===== src/lvd_cfg.svh =====
// Offsets, field positions, reset values and timing counts for the low-voltage detect block.
`ifndef LVD_CFG_SVH
`define LVD_CFG_SVH

// ----------------------------------------------------------------------
// Register byte addresses.
// ----------------------------------------------------------------------
`define LVD_ADDR_CONTROL 4'h0
`define LVD_ADDR_STATUS 4'h4
`define LVD_ADDR_MASK 4'h8
`define LVD_ADDR_GLOBAL 4'hc

// ----------------------------------------------------------------------
// Field positions and values.
// ----------------------------------------------------------------------
`define LVD_BIT_LEVEL_LSB 0
`define LVD_BIT_LEVEL_MSB 3
`define LVD_BIT_ENABLE 4
`define LVD_BIT_STABLE 5
`define LVD_CONTROL_RESET 8'h05
`define LVD_LEVEL_EXTERNAL 4'hf
`define LVD_LEVEL_LOWEST 4'h2
`define LVD_RESP_OKAY 2'b00
`define LVD_RESP_SLVERR 2'b10

// ----------------------------------------------------------------------
// Timing: settle time in ns and clock period in ns.
// ----------------------------------------------------------------------
`define LVD_SETTLE_NS 20000
`define LVD_CLK_PERIOD_NS 20
`define LVD_SETTLE_CYCLES ((`LVD_SETTLE_NS + `LVD_CLK_PERIOD_NS - 1) / `LVD_CLK_PERIOD_NS)

`endif


===== src/lvd_pkg.sv =====
// Types shared by the low-voltage detect block.
package lvd_pkg;

    // Software-visible control fields.
    typedef struct packed {
        logic stable;
        logic enable;
        logic [3:0] level;
    } lvd_control_t;

    // Drive towards the analog comparator, reference and divider.
    typedef struct packed {
        logic power_en;
        logic ext_sel;
        logic [3:0] tap;
    } lvd_analog_t;

    // Detector sequencing states, one-hot.
    typedef enum logic [2:0] {
        LVD_OFF = 3'b001,
        LVD_SETTLE = 3'b010,
        LVD_READY = 3'b100
    } lvd_state_t;

endpackage


===== src/lvd_ctrl.sv =====
// Low-voltage detect control: AXI4-Lite registers, settle sequencing, trip flag, interrupt.
//
// Chosen here: the AXI4-Lite register port and the register addresses.
`timescale 1ns/10ps
`include "lvd_cfg.svh"

module lvd_ctrl
    import lvd_pkg::*;
#(
    parameter int SETTLE_CYCLES = `LVD_SETTLE_CYCLES
) (
    input wire logic CORE_CLK,
    input wire logic RESETN,
    // AXI4-Lite write address channel.
    input wire logic [3:0] S_AXI_AWADDR,
    input wire logic S_AXI_AWVALID,
    output logic S_AXI_AWREADY,
    // AXI4-Lite write data channel.
    input wire logic [31:0] S_AXI_WDATA,
    input wire logic [3:0] S_AXI_WSTRB,
    input wire logic S_AXI_WVALID,
    output logic S_AXI_WREADY,
    // AXI4-Lite write response channel.
    output logic [1:0] S_AXI_BRESP,
    output logic S_AXI_BVALID,
    input wire logic S_AXI_BREADY,
    // AXI4-Lite read address channel.
    input wire logic [3:0] S_AXI_ARADDR,
    input wire logic S_AXI_ARVALID,
    output logic S_AXI_ARREADY,
    // AXI4-Lite read data channel.
    output logic [31:0] S_AXI_RDATA,
    output logic [1:0] S_AXI_RRESP,
    output logic S_AXI_RVALID,
    input wire logic S_AXI_RREADY,
    // Comparator result: high while supply is at or below the trip point.
    input wire logic CMP_TRIP,
    // Drive to the analog macro.
    output lvd_analog_t ANALOG,
    // Level interrupt request towards the core.
    output logic IRQ,
    // Level wake request towards the sleep controller.
    output logic WAKE
);

    // ------------------------------------------------------------------
    // Declarations.
    // ------------------------------------------------------------------
    localparam int CW = $clog2(SETTLE_CYCLES + 1);
    localparam logic [CW-1:0] SETTLE_LAST = CW'(SETTLE_CYCLES - 1);

    lvd_control_t ctrl_q; // Level and enable; stable is derived.
    lvd_state_t state_q; // Settle sequencer.
    lvd_state_t state_d;
    logic [CW-1:0] cnt_q; // Settle counter.
    logic [CW-1:0] cnt_d;
    logic flag_q; // Sticky low-voltage flag.
    logic flag_d;
    logic mask_q; // Detector interrupt enable.
    logic global_q; // Global interrupt enable.

    logic aw_held_q; // Write address captured.
    logic [3:0] aw_addr_q;
    logic w_held_q; // Write data captured.
    logic [31:0] w_data_q;
    logic [3:0] w_strb_q;
    logic bvalid_q;
    logic [1:0] bresp_q;
    logic rvalid_q;
    logic [31:0] rdata_q;
    logic [1:0] rresp_q;

    // ------------------------------------------------------------------
    // Bus handshakes and decode.
    // ------------------------------------------------------------------
    // Address and data are taken separately, in either order, and only
    // while no response is pending, so one write is in flight at a time.
    wire aw_take = S_AXI_AWVALID && S_AXI_AWREADY;
    wire w_take = S_AXI_WVALID && S_AXI_WREADY;
    wire wr_fire = aw_held_q && w_held_q && !bvalid_q;
    wire ar_take = S_AXI_ARVALID && S_AXI_ARREADY;
    // Only byte lane 0 carries register bits.
    wire wr_lane0 = w_strb_q[0];
    wire wr_ctrl = wr_fire && (aw_addr_q == `LVD_ADDR_CONTROL);
    wire wr_mask = wr_fire && (aw_addr_q == `LVD_ADDR_MASK);
    wire wr_global = wr_fire && (aw_addr_q == `LVD_ADDR_GLOBAL);
    // The status register is read-only, so a write there is accepted.
    wire wr_stat = wr_fire && (aw_addr_q == `LVD_ADDR_STATUS);
    wire wr_hit = wr_ctrl || wr_mask || wr_global || wr_stat;
    wire rd_ctrl = (S_AXI_ARADDR == `LVD_ADDR_CONTROL);
    wire rd_stat = (S_AXI_ARADDR == `LVD_ADDR_STATUS);
    wire rd_mask = (S_AXI_ARADDR == `LVD_ADDR_MASK);
    wire rd_global = (S_AXI_ARADDR == `LVD_ADDR_GLOBAL);
    wire rd_hit = rd_ctrl || rd_stat || rd_mask || rd_global;
    wire stat_read = ar_take && rd_stat;

    assign S_AXI_AWREADY = !aw_held_q && !bvalid_q;
    assign S_AXI_WREADY = !w_held_q && !bvalid_q;
    assign S_AXI_ARREADY = !rvalid_q;
    assign S_AXI_BVALID = bvalid_q;
    assign S_AXI_BRESP = bresp_q;
    assign S_AXI_RVALID = rvalid_q;
    assign S_AXI_RDATA = rdata_q;
    assign S_AXI_RRESP = rresp_q;

    // ------------------------------------------------------------------
    // Control field write and trip code mapping.
    // ------------------------------------------------------------------
    // The write applies enable and level together, so software that
    // changes the level with the enable set also restarts nothing.
    wire enable_new = w_data_q[`LVD_BIT_ENABLE];
    wire [3:0] level_new = w_data_q[`LVD_BIT_LEVEL_MSB:`LVD_BIT_LEVEL_LSB];
    wire stable = (state_q == LVD_READY);
    wire is_external = (ctrl_q.level == `LVD_LEVEL_EXTERNAL);
    // Reserved codes fold onto the lowest tap and never pick the pin.
    wire is_reserved = (ctrl_q.level < `LVD_LEVEL_LOWEST);
    // Tap codes rise with the trip voltage; the divider is monotonic.
    wire [3:0] tap_sel = is_reserved ? `LVD_LEVEL_LOWEST : ctrl_q.level;

    // One assignment for the whole struct keeps a single driver on the port.
    assign ANALOG = '{
        power_en: ctrl_q.enable,
        ext_sel: ctrl_q.enable && is_external,
        tap: tap_sel
    };

    // ------------------------------------------------------------------
    // Control register.
    // ------------------------------------------------------------------
    // Reset puts the detector off with the documented default level.
    always_ff @(posedge CORE_CLK or negedge RESETN) begin
        if (!RESETN) begin
            // The two unimplemented top bits of the reset byte are cut off on purpose.
            ctrl_q <= lvd_control_t'(6'(`LVD_CONTROL_RESET));
        end else if (wr_ctrl && wr_lane0) begin
            ctrl_q.enable <= enable_new;
            ctrl_q.level <= level_new;
            ctrl_q.stable <= 1'b0;
        end
    end

    // ------------------------------------------------------------------
    // Settle sequencer.
    // ------------------------------------------------------------------
    // The reference needs a fixed time after each power-up. The counter
    // does not depend on the level code. Clearing the enable drops the
    // stable state one cycle later; any fresh enable begins a full wait again.
    always_comb begin
        state_d = state_q;
        cnt_d = cnt_q;
        case (state_q)
            LVD_OFF: begin
                // Start counting as soon as the macro is powered.
                cnt_d = '0;
                if (ctrl_q.enable) begin
                    state_d = LVD_SETTLE;
                end
            end
            LVD_SETTLE: begin
                if (!ctrl_q.enable) begin
                    state_d = LVD_OFF;
                end else if (cnt_q == SETTLE_LAST) begin
                    state_d = LVD_READY;
                end else begin
                    cnt_d = cnt_q + CW'(1);
                end
            end
            LVD_READY: begin
                if (!ctrl_q.enable) begin
                    state_d = LVD_OFF;
                end
            end
            default: begin
                state_d = LVD_OFF;
                cnt_d = '0;
            end
        endcase
        // A rewrite that sets enable from a cleared state restarts.
        if (wr_ctrl && wr_lane0 && enable_new && !ctrl_q.enable) begin
            state_d = LVD_SETTLE;
            cnt_d = '0;
        end
    end

    // State and counter flops.
    always_ff @(posedge CORE_CLK or negedge RESETN) begin
        if (!RESETN) begin
            state_q <= LVD_OFF;
            cnt_q <= '0;
        end else begin
            state_q <= state_d;
            cnt_q <= cnt_d;
        end
    end

    // ------------------------------------------------------------------
    // Low-voltage flag.
    // ------------------------------------------------------------------
    // The comparator is only trusted once the reference is stable, so
    // short dips during the settle wait go unseen. A trip in the same
    // cycle as a clearing status read keeps the flag set. There is no
    // clock gating here: the block keeps detecting through sleep.
    wire trip_event = ctrl_q.enable && stable && CMP_TRIP;
    always_comb begin
        flag_d = flag_q;
        if (stat_read) begin
            flag_d = 1'b0;
        end
        if (trip_event) begin
            flag_d = 1'b1;
        end
    end

    // Flag flop.
    always_ff @(posedge CORE_CLK or negedge RESETN) begin
        if (!RESETN) begin
            flag_q <= 1'b0;
        end else begin
            flag_q <= flag_d;
        end
    end

    // ------------------------------------------------------------------
    // Interrupt enables and outputs.
    // ------------------------------------------------------------------
    // Mask and global enable registers.
    always_ff @(posedge CORE_CLK or negedge RESETN) begin
        if (!RESETN) begin
            mask_q <= 1'b0;
            global_q <= 1'b0;
        end else begin
            if (wr_mask && wr_lane0) begin
                mask_q <= w_data_q[0];
            end
            if (wr_global && wr_lane0) begin
                global_q <= w_data_q[0];
            end
        end
    end

    // The request needs both enables; wake needs only the detector one,
    // matching a core that resumes even with interrupts globally off.
    assign IRQ = flag_q && mask_q && global_q;
    assign WAKE = flag_q && mask_q;

    // ------------------------------------------------------------------
    // Write channel capture and response.
    // ------------------------------------------------------------------
    // Captured address and data wait until both halves are present.
    always_ff @(posedge CORE_CLK or negedge RESETN) begin
        if (!RESETN) begin
            aw_held_q <= 1'b0;
            aw_addr_q <= '0;
            w_held_q <= 1'b0;
            w_data_q <= '0;
            w_strb_q <= '0;
        end else begin
            if (aw_take) begin
                aw_held_q <= 1'b1;
                aw_addr_q <= S_AXI_AWADDR;
            end else if (wr_fire) begin
                aw_held_q <= 1'b0;
            end
            if (w_take) begin
                w_held_q <= 1'b1;
                w_data_q <= S_AXI_WDATA;
                w_strb_q <= S_AXI_WSTRB;
            end else if (wr_fire) begin
                w_held_q <= 1'b0;
            end
        end
    end

    // Response follows the applied write; unmapped words get SLVERR.
    always_ff @(posedge CORE_CLK or negedge RESETN) begin
        if (!RESETN) begin
            bvalid_q <= 1'b0;
            bresp_q <= `LVD_RESP_OKAY;
        end else if (wr_fire) begin
            bvalid_q <= 1'b1;
            bresp_q <= wr_hit ? `LVD_RESP_OKAY : `LVD_RESP_SLVERR;
        end else if (S_AXI_BREADY) begin
            bvalid_q <= 1'b0;
        end
    end

    // ------------------------------------------------------------------
    // Read channel.
    // ------------------------------------------------------------------
    // Read data are assembled from live state; upper bits read zero.
    logic [31:0] rd_word;
    always_comb begin
        rd_word = '0;
        if (rd_ctrl) begin
            rd_word[`LVD_BIT_LEVEL_MSB:`LVD_BIT_LEVEL_LSB] = ctrl_q.level;
            rd_word[`LVD_BIT_ENABLE] = ctrl_q.enable;
            rd_word[`LVD_BIT_STABLE] = stable;
        end else if (rd_stat) begin
            rd_word[0] = flag_q;
        end else if (rd_mask) begin
            rd_word[0] = mask_q;
        end else if (rd_global) begin
            rd_word[0] = global_q;
        end
    end

    // One read at a time; data and response register on the take.
    always_ff @(posedge CORE_CLK or negedge RESETN) begin
        if (!RESETN) begin
            rvalid_q <= 1'b0;
            rdata_q <= '0;
            rresp_q <= `LVD_RESP_OKAY;
        end else if (ar_take) begin
            rvalid_q <= 1'b1;
            rdata_q <= rd_word;
            rresp_q <= rd_hit ? `LVD_RESP_OKAY : `LVD_RESP_SLVERR;
        end else if (S_AXI_RREADY) begin
            rvalid_q <= 1'b0;
        end
    end

endmodule


===== config.mk =====
export PLATFORM = sky130hd
export DESIGN_NAME = lvd_ctrl
export DESIGN_NICKNAME = d
export VERILOG_FILES = /design/src/lvd_pkg.sv /design/src/lvd_ctrl.sv
export VERILOG_INCLUDE_DIRS = /design/src
export SDC_FILE = /design/constraint.sdc
export NUM_CORES = 1
export LEC_CHECK = 0
export BUFFER_PORTS_ARGS = -buffer_cell sky130_fd_sc_hd__buf_2
export CORE_MARGIN = 2
export CORE_UTILIZATION = 35
export DETAILED_ROUTE_END_ITERATION = 7
export SLEW_MARGIN = 20
export SYNTH_ARGS = -nofsm -noshare
export SYNTH_HDL_FRONTEND = slang
export SYNTH_SLANG_ARGS = --single-unit

===== constraint.sdc =====
create_clock -name CORE_CLK -period 4.2 [get_ports CORE_CLK]
set_input_delay 0.84 -clock CORE_CLK [delete_from_list [all_inputs] [get_ports CORE_CLK]]
set_output_delay 0.84 -clock CORE_CLK [all_outputs]
set_load 0.02 [all_outputs]

== Word-level counts from Yosys, hierarchy flattened ==
Cells that the tools add are included.
W data, S select, Z words.
Word-level totals
  logic and storage cells: 105
  bits of input ports: 52
  register bits: 45
Cells by class
  mux-type cells: 27
  add/sub/neg operators: 1
  reductions and logical operators: 42
  equality and inequality tests: 17
  order comparisons: 1
Operators with widths (number)
  $mux W10: 3
  $logic_and A1 B1 Y1: 22
  $eq A4 B4 Y1 const B: 5
  $pmux W10 S2: 1
  $mux W3: 5
  $mux W1: 13
  $add A10 B1 Y10 const B: 1
  $eq A10 B10 Y1 const B: 1
  $reduce_bool A2 Y1: 5
  $ne A3 B3 Y1 const B: 3
  $pmux W3 S3: 1
  $eq A4 B3 Y1 const B: 2
  $logic_not A4 Y1: 2
  $logic_or A1 B1 Y1: 6
  $reduce_and A3 Y1: 2
  $logic_not A1 Y1: 5
  $mux W5: 1
  $lt A4 B2 Y1 const B: 1
  $mux W2: 2
  $mux W4: 1
  $ne A4 B4 Y1 const B: 1
  $eq A3 B1 Y1 const B: 1
  $eq A3 B2 Y1 const B: 1
  $eq A3 B3 Y1 const B: 1
  other kinds (2): 2

== Logic depth before layout (Yosys ltp) ==
Gate-level depths: netlist of run 1.
  depth in word-level cells: 8
  gate-level depth with buffers: 5

== Least setup slack after synthesis of run 1 ==
No wires, ideal clock.
  path kind: reg2out
  start: reg ctrl_q, in the netlist ANALOG[5]
  end: out ANALOG[4] (netlist name)
  slack: 2.395 ns
  path buffers: 1
  arrival: 0.965 ns
  cell stages (with the launch flop): 4
  path through: dfrtp_1 clkbuf_1 nand2_1 nor2_1
RTL lines
  start: declaration: line lvd_ctrl.sv:52  | lvd_control_t ctrl_q;
  start signal: assignment: line lvd_ctrl.sv:134  | ctrl_q <= lvd_control_t'(6'(`LVD_CONTROL_RESET));
  end: declaration: line lvd_ctrl.sv:39  | output lvd_analog_t ANALOG,

==> results of run 1 <==
[worst register-to-register path, delay by kind of cell, from the launching register on]
kind / cells / cell delay, ns
fa+ha+maj: 1 / 0.26
flops: 1 / 0.41
compound gates: 2 / 0.66
simple gates: 2 / 0.38
[per-layer routing]
| metal | up-vias | share of wire | global-route usage | routed length (um) |
|---|---|---|---|---|
| li1 | 800 | - | - | - |
| met3 | 8 | 0.040 | 0.0279 | 175 |
| met4 | 0 | 0.017 | 0.0476 | 75 |
| met1 | 802 | 0.48 | 0.172 | 2080 |
| met5 | - | 0 | 0 | 0 |
| met2 | 49 | 0.46 | 0.197 | 1990 |
[sequential cells by signal, indices dropped and copies added (netlist names)]
register	flops
w_held_q	1
S_AXI_RVALID	1
global_q	1
S_AXI_BRESP	1
S_AXI_BVALID	1
aw_addr_q	4
S_AXI_RDATA	6
ctrl_q	4
mask_q	1
w_strb_q	1
state_q	3
S_AXI_RRESP	1
w_data_q	5
aw_held_q	1
flag_q	1
cnt_q	10
ANALOG	1
[cells in the mapped netlist (3+ instances only)]
cell / n / area (um^2)
dfstp_2: 3 / 78.8
nor2_1: 9 / 33.8
buf_4: 29 / 218
and2_1: 3 / 18.8
o21ai_0: 7 / 35.0
clkbuf_1: 4 / 15.0
o311ai_1: 3 / 26.3
a22o_1: 5 / 43.8
a211o_1: 3 / 26.3
a21oi_1: 3 / 15.0
a31o_1: 5 / 43.8
mux2_2: 16 / 180
dfrtp_1: 40 / 1000
o21ai_1: 4 / 20.0
o31ai_1: 4 / 30.0
nand2_1: 11 / 41.3
inv_1: 9 / 33.8
nor3_1: 4 / 20.0
o211ai_1: 3 / 22.5
o31a_1: 3 / 26.3
nand3_1: 4 / 20.0
[worst paths after layout]
path,endpoint,slack [ns],cells past startpoint
max in group asynchronous,flag_q,2.93,1
min in group asynchronous,w_data_q[3],0.68,1
hold / removal,S_AXI_BRESP[1],0.49,2
hold reg to reg,S_AXI_BRESP[1],0.49,2
setup / recovery,ANALOG[4],2.13,3
setup reg to reg,cnt_q[7],2.40,5
[cell type report]
type / count / area, um^2
fill: 644 / 3810
multi-input combinational: 153 / 1090
sequential: 43 / 1080
timing repair buffer: 42 / 210
tap: 77 / 96.3
clock buffer: 6 / 82.6
inverter: 9 / 33.8
clock inverter: 2 / 13.8
[kinds of logic after synthesis]
group | count (synthesis) | synth area share
AOI/OAI and AO/OA | 48 | 0.159
xor gates and xnor gates | 1 | 0.00374
adders and majority gates | 1 | 0.00534
buffers and inverters | 43 | 0.116
DFF | 43 | 0.461
muxes | 18 | 0.0908
other | 1 | 0.00160
and+or+nand+nor | 57 | 0.163
[power breakdown]
| part | total [uW] | switching, uW | internal (uW) |
|---|---|---|---|
| Clock | 280 | 146 | 134 |
| Sequential | 649 | 116 | 533 |
| Combinational | 486 | 272 | 215 |
[stage by stage]
stage                     cells  hold slack, ns
final                       332           0.487
after global routing        332           0.529
after CTS                   332           0.492
after detailed placement    324           0.470
after global placement      324           0.463
after floorplan             239           0.472
==> impl_metrics.tcl, run 1 <==
set metrics [dict create \
    cts_tree "yes" \
    synth_seq_cells 43 \
    power_per_cell_area_mw_per_mm2 542 \
    drc_errors 0 \
    synth_cells 212 \
    synthArstFlopShare 1.00 \
    wirelength_mm 4.33 \
    required_ns 3.36 \
    antenna_cells 0 \
    final_common_cell "buf_2" \
    worst_pin_slew_ns 0.943 \
    synth_ff_type "dfrtp_1" \
    slowest_stage "dfrtp_1" \
    synth-seq-area-share 0.461 \
    slowest_delay_ns 0.59 \
    finalCritPeriodShare 0.494 \
    worstSetupEndpointType "output pin" \
    area_growth_pct 11.4 \
    cap_violations 0 \
    yosys_warnings 0 \
    power_uw 1420 \
    vias 1659 \
    dp_hpwl_mm 3.16 \
    arrival_ns 1.23 \
    initial_core_util 0.365 \
    fin_tns_setup_ns 0 \
    grt_antenna_before_repair 0 \
    hold_buffers 0 \
    post_drt_wl_per_cell_um 13.0 \
    rsz0062_at_grt "false" \
    crit_fanout 13 \
    drv_slew 0 \
    clkLatencyLatePin_ns 0.30 \
    via_per_inst 5.00 \
    avgSynthCellArea_um2 11.1 \
    post_cts_buffers 0 \
    first_pass_iters 6 \
    place_area_mm2 0.00251 \
    slew_headroom 0.371 \
    crit_path_start "ANALOG[5]" \
    crit_family "flip-flops" \
    grt_pass1_wl_mm 7.38 \
    postRouteAntennaNets 0 \
    cts.sinks 43 \
    syn_area_mm2 0.00234 \
    min-delay-start "S_AXI_BRESP[1]" \
    p_leak_uw 0.00125 \
    cts_max_level 2 \
    synth-edff-count 0 \
    nets 307 \
    cp-start-kind "register" \
    grt_max_degree 44 \
    grt_pass1_vias 1539 \
    root_buffer "clkbuf_8" \
    r2r_start "cnt_q[0]" \
    rows 29 \
    min_path_type "register to register" \
    die_area_mm2 0.00737 \
    numCtsBuffers 5 \
    die_h_um 85.8 \
    crit_chain "nand2_1, nor2_1, buf_2" \
    clkTransAtPathRegs_ns 0.08 \
    status "finished clean" \
    globalplace.congestion 0.769 \
    finalHoldViolCount 0 \
    track_usage 0.126 \
    ioPinCount 101 \
    fin_area_mm2 0.00261 \
    grt_overflow 0 \
    peakVddDrop_mv 0.374 \
    die_w_um 85.8 \
    fin_skew_ns 0.00317 \
    fmaxAchievable_mhz 482 \
    core_area_mm2 0.00642 \
    clockBufferDepth 2 \
    path_buf_inv 1 \
    mostFrequentLayoutCells "42 x buf_2, 40 x dfrtp_1, 28 x conb_1" \
    cts_resized 0 \
    drtIter0Drc 72 \
    period_minus_slack_ns 2.07 \
    critPathKind "register to output pin" \
    drive_above_1_share 0.333 \
    final.setup.worst_slack_ns 2.13 \
    pre_cts_ws_ns 2.20 \
    portBuffers 42 \
    yosysUniqueCellTypes 58 \
    finalSetupViolations 0 \
    postLayoutCoreUtil 0.406 \
]
(Power assumes the default switching activity.)
==> inputs of run 2 (changes only) <==
- ABC_AREA: default -> 1
- clock period: 4.2 -> 1.7 ns (I/O delays scaled with it)
==> run 2 against run 1 <==
Compared with the run above:
- register-to-register slack got worse by 2.3 ns
- routed wire length is 11% higher
- global-route usage rose by 1.1 points
- largest cell class is now flip-flops and latches
- highest routed layer unchanged
==> impl_metrics.tcl, run 2 <==
set metrics [dict create \
    grt_antenna_before_repair 0 \
    syn_area_mm2 0.00240 \
    grt_overflow 0 \
    pre_cts_ws_ns 0.109 \
    synth_seq_cells 43 \
    finalCritPeriodShare 0.953 \
    multi_input_area_mm2 0.00106 \
    initial_core_util 0.358 \
    arrival_ns 1.28 \
    post_drt_wl_per_cell_um 11.3 \
    yosysTopAreaCellShare 0.417 \
    crit_path_start "ctrl_q[2]" \
    crit_fanout 6 \
    drv_slew 0 \
    core_area_mm2 0.00672 \
    min-delay-start "S_AXI_BREADY" \
    drtIter0Drc 136 \
    whs_ns 0.220 \
    numCtsBuffers 5 \
    grt_pass1_vias 1788 \
    power_uw 3160 \
    track_usage 0.137 \
    cellInternalPower_uw 1940 \
    final.setup.worst_slack_ns 0.0798 \
    r2r_start "cnt_q[1]" \
    fmaxAchievable_mhz 617 \
    regArea_mm2 0.00108 \
    yosysTopAreaCell "dfrtp_1" \
    root_buffer "clkbuf_8" \
    synth_ff_type "dfrtp_1" \
    globalplace.congestion 0.753 \
    rows 30 \
    synth.cells.most_frequent "59 x nand2_1, 40 x dfrtp_1, 29 x buf_4, 29 x inv_1, 27 x nor2_1" \
    period_minus_slack_ns 1.62 \
    finalSetupViolations 0 \
    synthArstFlopShare 1.00 \
    portBuffers 42 \
    nets 398 \
    final_common_cell "nand2_1" \
    via_per_inst 4.62 \
    p_sw_uw 1220 \
    peakVddDrop_mv 0.583 \
    combinationalPowerShare 0.332 \
    place_area_mm2 0.00263 \
    cap_violations 0 \
    p_leak_uw 0.00140 \
    synth-edff-count 0 \
    cts_max_level 2 \
    worstSetupEndpointType "output pin" \
    yosys_warnings 0 \
    synth.most_common_cell "nand2_1" \
    critPathKind "register to output pin" \
    die_area_mm2 0.00754 \
    power_frac_seq 0.463 \
    synth_cells 291 \
    drc_errors 0 \
    min_path_type "input pin to register" \
    fill_cells 702 \
    cts_tree "yes" \
    area_growth_pct 15.4 \
    largest_register "cnt_q" \
    die_h_um 86.8 \
    grt_pass1_wl_mm 8.22 \
    ys_top_cells_by_area "dfrtp_1 42%, nand2_1 9.2%, buf_4 9.1%, nand3_1 5.0%, inv_1 4.5%" \
    postRouteAntennaNets 0 \
    grt_max_degree 28 \
    yosysUniqueCellTypes 35 \
    antenna_cells 0 \
    status "finished clean" \
    largest_reg_flops 10 \
    die_w_um 86.8 \
    swShare 0.386 \
    first_pass_iters 6 \
    ioPinCount 101 \
    postLayoutCoreUtil 0.412 \
    mostFrequentLayoutCells "58 x nand2_1, 42 x buf_2, 40 x dfrtp_1" \
    synth-seq-area-share 0.449 \
    cts.sinks 43 \
    finalHoldViolCount 0 \
    fin_area_mm2 0.00277 \
    clockBufferDepth 2 \
    power_per_cell_area_mw_per_mm2 1140 \
    cp-start-kind "register" \
    fin_skew_ns 0.00333 \
    dp_hpwl_mm 3.62 \
    required_ns 1.36 \
    pwr-share-clk 0.204 \
    wirelength_mm 4.80 \
    vias 1970 \
    clkLatencyLatePin_ns 0.30 \
    avgSynthCellArea_um2 8.26 \
    clkTransAtPathRegs_ns 0.08 \
    drive_above_1_share 0.260 \
]
## run 2: cell types whose count changed after synthesis, moves of 5 or more
cell,delta
nand3_1,+20
inv_1,+20
a31o_1,-5
mux2_2,-12
a21oi_1,+6
nand2_1,+48
o21ai_0,+8
nand4_1,+7
a22o_1,-5
nor2_1,+18
## run 2: power by group through the flow
stage                     Sequential [uW]  Combinational (uW)  Clock [uW]
final                                1460                1050         646
after global routing                 1500                1190         703
after CTS                            1470                1060         666
after detailed placement             1490                1050           0
after global placement               1480                1030           0
after floorplan                      1500                 766           0
## run 2: path summary, 6_finish.rpt
path | endpoint | slack, ns | depth (start not counted)
max in group asynchronous | ctrl_q[2] | 0.64 | 3
setup / recovery | ANALOG[4] | 0.08 | 3
hold reg to reg | S_AXI_RDATA[3] | 0.48 | 2
setup reg to reg | cnt_q[3] | 0.14 | 10
min in group asynchronous | S_AXI_RRESP[1] | 0.50 | 2
hold / removal | S_AXI_BVALID | 0.22 | 2
## run 2: cell families after synthesis
kind of cell,share of synthesized area
adders and majority gates,0.00521
xor gates and xnor gates,0.00365
muxes,0.0187
other,0.00156
AOI/OAI and AO/OA,0.0844
DFF,0.449
buffers and inverters,0.156
and+or+nand+nor,0.281
## run 2: stage by stage
step           std cells  TNS [ns]
2_1_floorplan        318         0
3_5_place_dp         412         0
5_1_grt              426  -0.00218
3_3_place_gp         412         0
4_1_cts              421         0
6_report             426         0
## run 2: cell type report
cell class              count  area share
well taps                  80      0.0361
inverters                  32      0.0433
clock buffers               6      0.0262
clock inverters             2     0.00451
flip-flops and latches     43       0.390
multi-input cells         207       0.381
repair buffers             56       0.119
## run 2: routing by layer
metal  vias up  global-route usage  part of all wire  wire, um
met5         -                   0                 0         0
met2        58               0.218              0.46      2210
met4         0              0.0398             0.012        59
met3         6              0.0390             0.057       274
met1       915               0.183              0.47      2250
li1        991                   -                 -         -
## run 2: repair_timing
item | in CTS | in global routing
gates resized for setup | 0 | 2
hold endpoints to repair | 15 | 0
setup buffers | 0 | 5
setup endpoints to repair | 0 | 8
hold buffers | 1 | 0
## run 2: critical path: stages (launching register included)
cell     delay [ns]
dfstp_2        0.58
nand3_1        0.09
nor3_1         0.13
buf_2          0.19
==> inputs of run 3 (changes only) <==
- SETUP_SLACK_MARGIN: default -> 0.3
==> run 3 against run 2 <==
Compared with the run above:
- via count up 2.3%
- clock skew is 0.0037 ns higher
- routed wire length rose by 9.4%
- first-iteration DRC count shrank 31%
==> impl_metrics.tcl, run 3 (synthesized netlist as in run 2, its figures left out) <==
set metrics [dict create \
    cts_tree "yes" \
    grt_pass1_wl_mm 8.57 \
    finalCritPeriodShare 0.920 \
    vias 2015 \
    grt_antenna_before_repair 0 \
    postRouteAntennaNets 0 \
    clockBufferDepth 2 \
    ff2ff_setup_slack_ns 0.29 \
    cp-start-kind "register" \
    root_buffer "clkbuf_8" \
    rows 30 \
    cts.sinks 43 \
    cap_violations 0 \
    postLayoutCoreUtil 0.453 \
    slowest_stage "dfstp_2" \
    r2r_start "cnt_q[1]" \
    drc_errors 0 \
    ioPinCount 101 \
    nets 409 \
    largest_register "cnt_q" \
    grt_pass1_vias 1843 \
    worstSetupEndpointType "output pin" \
    drtIter0Drc 94 \
    r2r_end "cnt_q[0]" \
    finalHoldViolCount 0 \
    via_per_inst 4.61 \
    multi_input_area_mm2 0.00119 \
    required_ns 1.36 \
    dp_hpwl_mm 3.58 \
    globalplace.congestion 0.800 \
    period_minus_slack_ns 1.56 \
    power_uw 3470 \
    fin_skew_ns 0.00706 \
    track_usage 0.145 \
    status "finished clean" \
    slowest_delay_ns 0.57 \
    portBuffers 42 \
    p_leak_uw 0.00151 \
    clkTransAtPathRegs_ns 0.08 \
    post_drt_wl_per_cell_um 12.0 \
    drv_slew 0 \
    critPathKind "register to output pin" \
    antenna_cells 0 \
    largest_reg_flops 10 \
    finalSetupViolations 0 \
    final_common_cell "nand2_1" \
    grt_max_degree 44 \
    wirelength_mm 5.25 \
    first_pass_iters 4 \
    regArea_mm2 0.00108 \
    grt_overflow 0 \
    worst-r2r-cell-count 10 \
    initial_core_util 0.358 \
    peakVddDrop_mv 0.852 \
    fill_cells 676 \
    mostFrequentLayoutCells "54 x nand2_1, 37 x dfrtp_1, 35 x buf_2" \
    rsz0062_at_grt "true" \
    core_area_mm2 0.00672 \
    cts_max_level 2 \
    die_h_um 86.8 \
    crit_chain "nand3_1, nor3_2, buf_4" \
    fmaxAchievable_mhz 640 \
    fin_tns_setup_ns 0 \
    crit_fanout 5 \
    min_path_type "input pin to async pin" \
    drive_above_1_share 0.347 \
    clkLatencyLatePin_ns 0.30 \
    power_per_cell_area_mw_per_mm2 1140 \
    area_growth_pct 26.8 \
    die_area_mm2 0.00754 \
    numCtsBuffers 5 \
    die_w_um 86.8 \
    arrival_ns 1.22 \
]
==> run 3: cell count changes in the layout (fill, tap and decap cells not counted), moves of 5 or more <==
cell,before,now
buf_2,42,35
buf_4,12,23
buf_6,0,6
nand3_1,24,18
nand3_2,4,9
==> run 3: how the worst max path moves through the flow <==
stage / from / endpoint / slack [ns] / cells after the start
5_1_grt: ctrl_q[2] / ANALOG[4] / 0.09 / 3
4_1_cts: ctrl_q[2] / ANALOG[4] / 0.12 / 3
2_1_floorplan: S_AXI_BVALID / w_strb_q[0] / 0.29 / 4
3_5_place_dp: cnt_q[1] / cnt_q[2] / 0.18 / 8
3_3_place_gp: cnt_q[1] / cnt_q[2] / 0.20 / 8
6_report: ctrl_q[2] / ANALOG[4] / 0.14 / 3
==> run 3: where the power goes <==
| part | switching [uW] | internal, uW |
|---|---|---|
| sequential | 217 | 1290 |
| clock | 346 | 371 |
| combinational | 754 | 487 |
| total | 1320 | 2150 |
==> run 3: cell type report <==
type / instances / share of cell area
Multi-Input combinational cell: 208 / 0.390
Sequential cell: 43 / 0.356
Timing Repair Buffer: 66 / 0.149
Inverter: 32 / 0.0394
Clock buffer: 8 / 0.0329
Tap cell: 80 / 0.0329
==> run 3: worst max-delay path, delay by kind of cell (launching register included) <==
kind / cells / cell delay [ns]
buffers and inverters: 1 / 0.16
AND/OR/NAND/NOR: 2 / 0.20
flip-flops: 1 / 0.57
==> run 3: metrics by stage <==
step | instance area (um^2) | hold WS [ns] | cells | setup WS (ns)
2_1_floorplan | 2510 | 0.0444 | 318 | 0.295
3_3_place_gp | 2660 | 0.341 | 413 | 0.203
3_5_place_dp | 2660 | 0.335 | 413 | 0.176
4_1_cts | 2870 | 0.0157 | 429 | 0.121
5_1_grt | 3050 | 0.0292 | 437 | 0.0880
6_report | 3050 | 0.0108 | 437 | 0.136
==> run 3: layer usage <==
layer  vias to the layer above  GRT usage  share of wire
met4                         0     0.0469          0.014
met5                         -          0              0
met2                        40      0.235           0.50
li1                       1019          -              -
met3                         7     0.0410          0.049
met1                       949      0.186           0.44
==> run 3: what timing repair did <==
item | in CTS | in global routing
buffers inserted | 6 | 8
hold buffers | 0 | 0
pin swaps | 5 | 15
setup endpoints to repair | 16 | 26
resized for setup | 17 | 28
cloned | 2 | 0
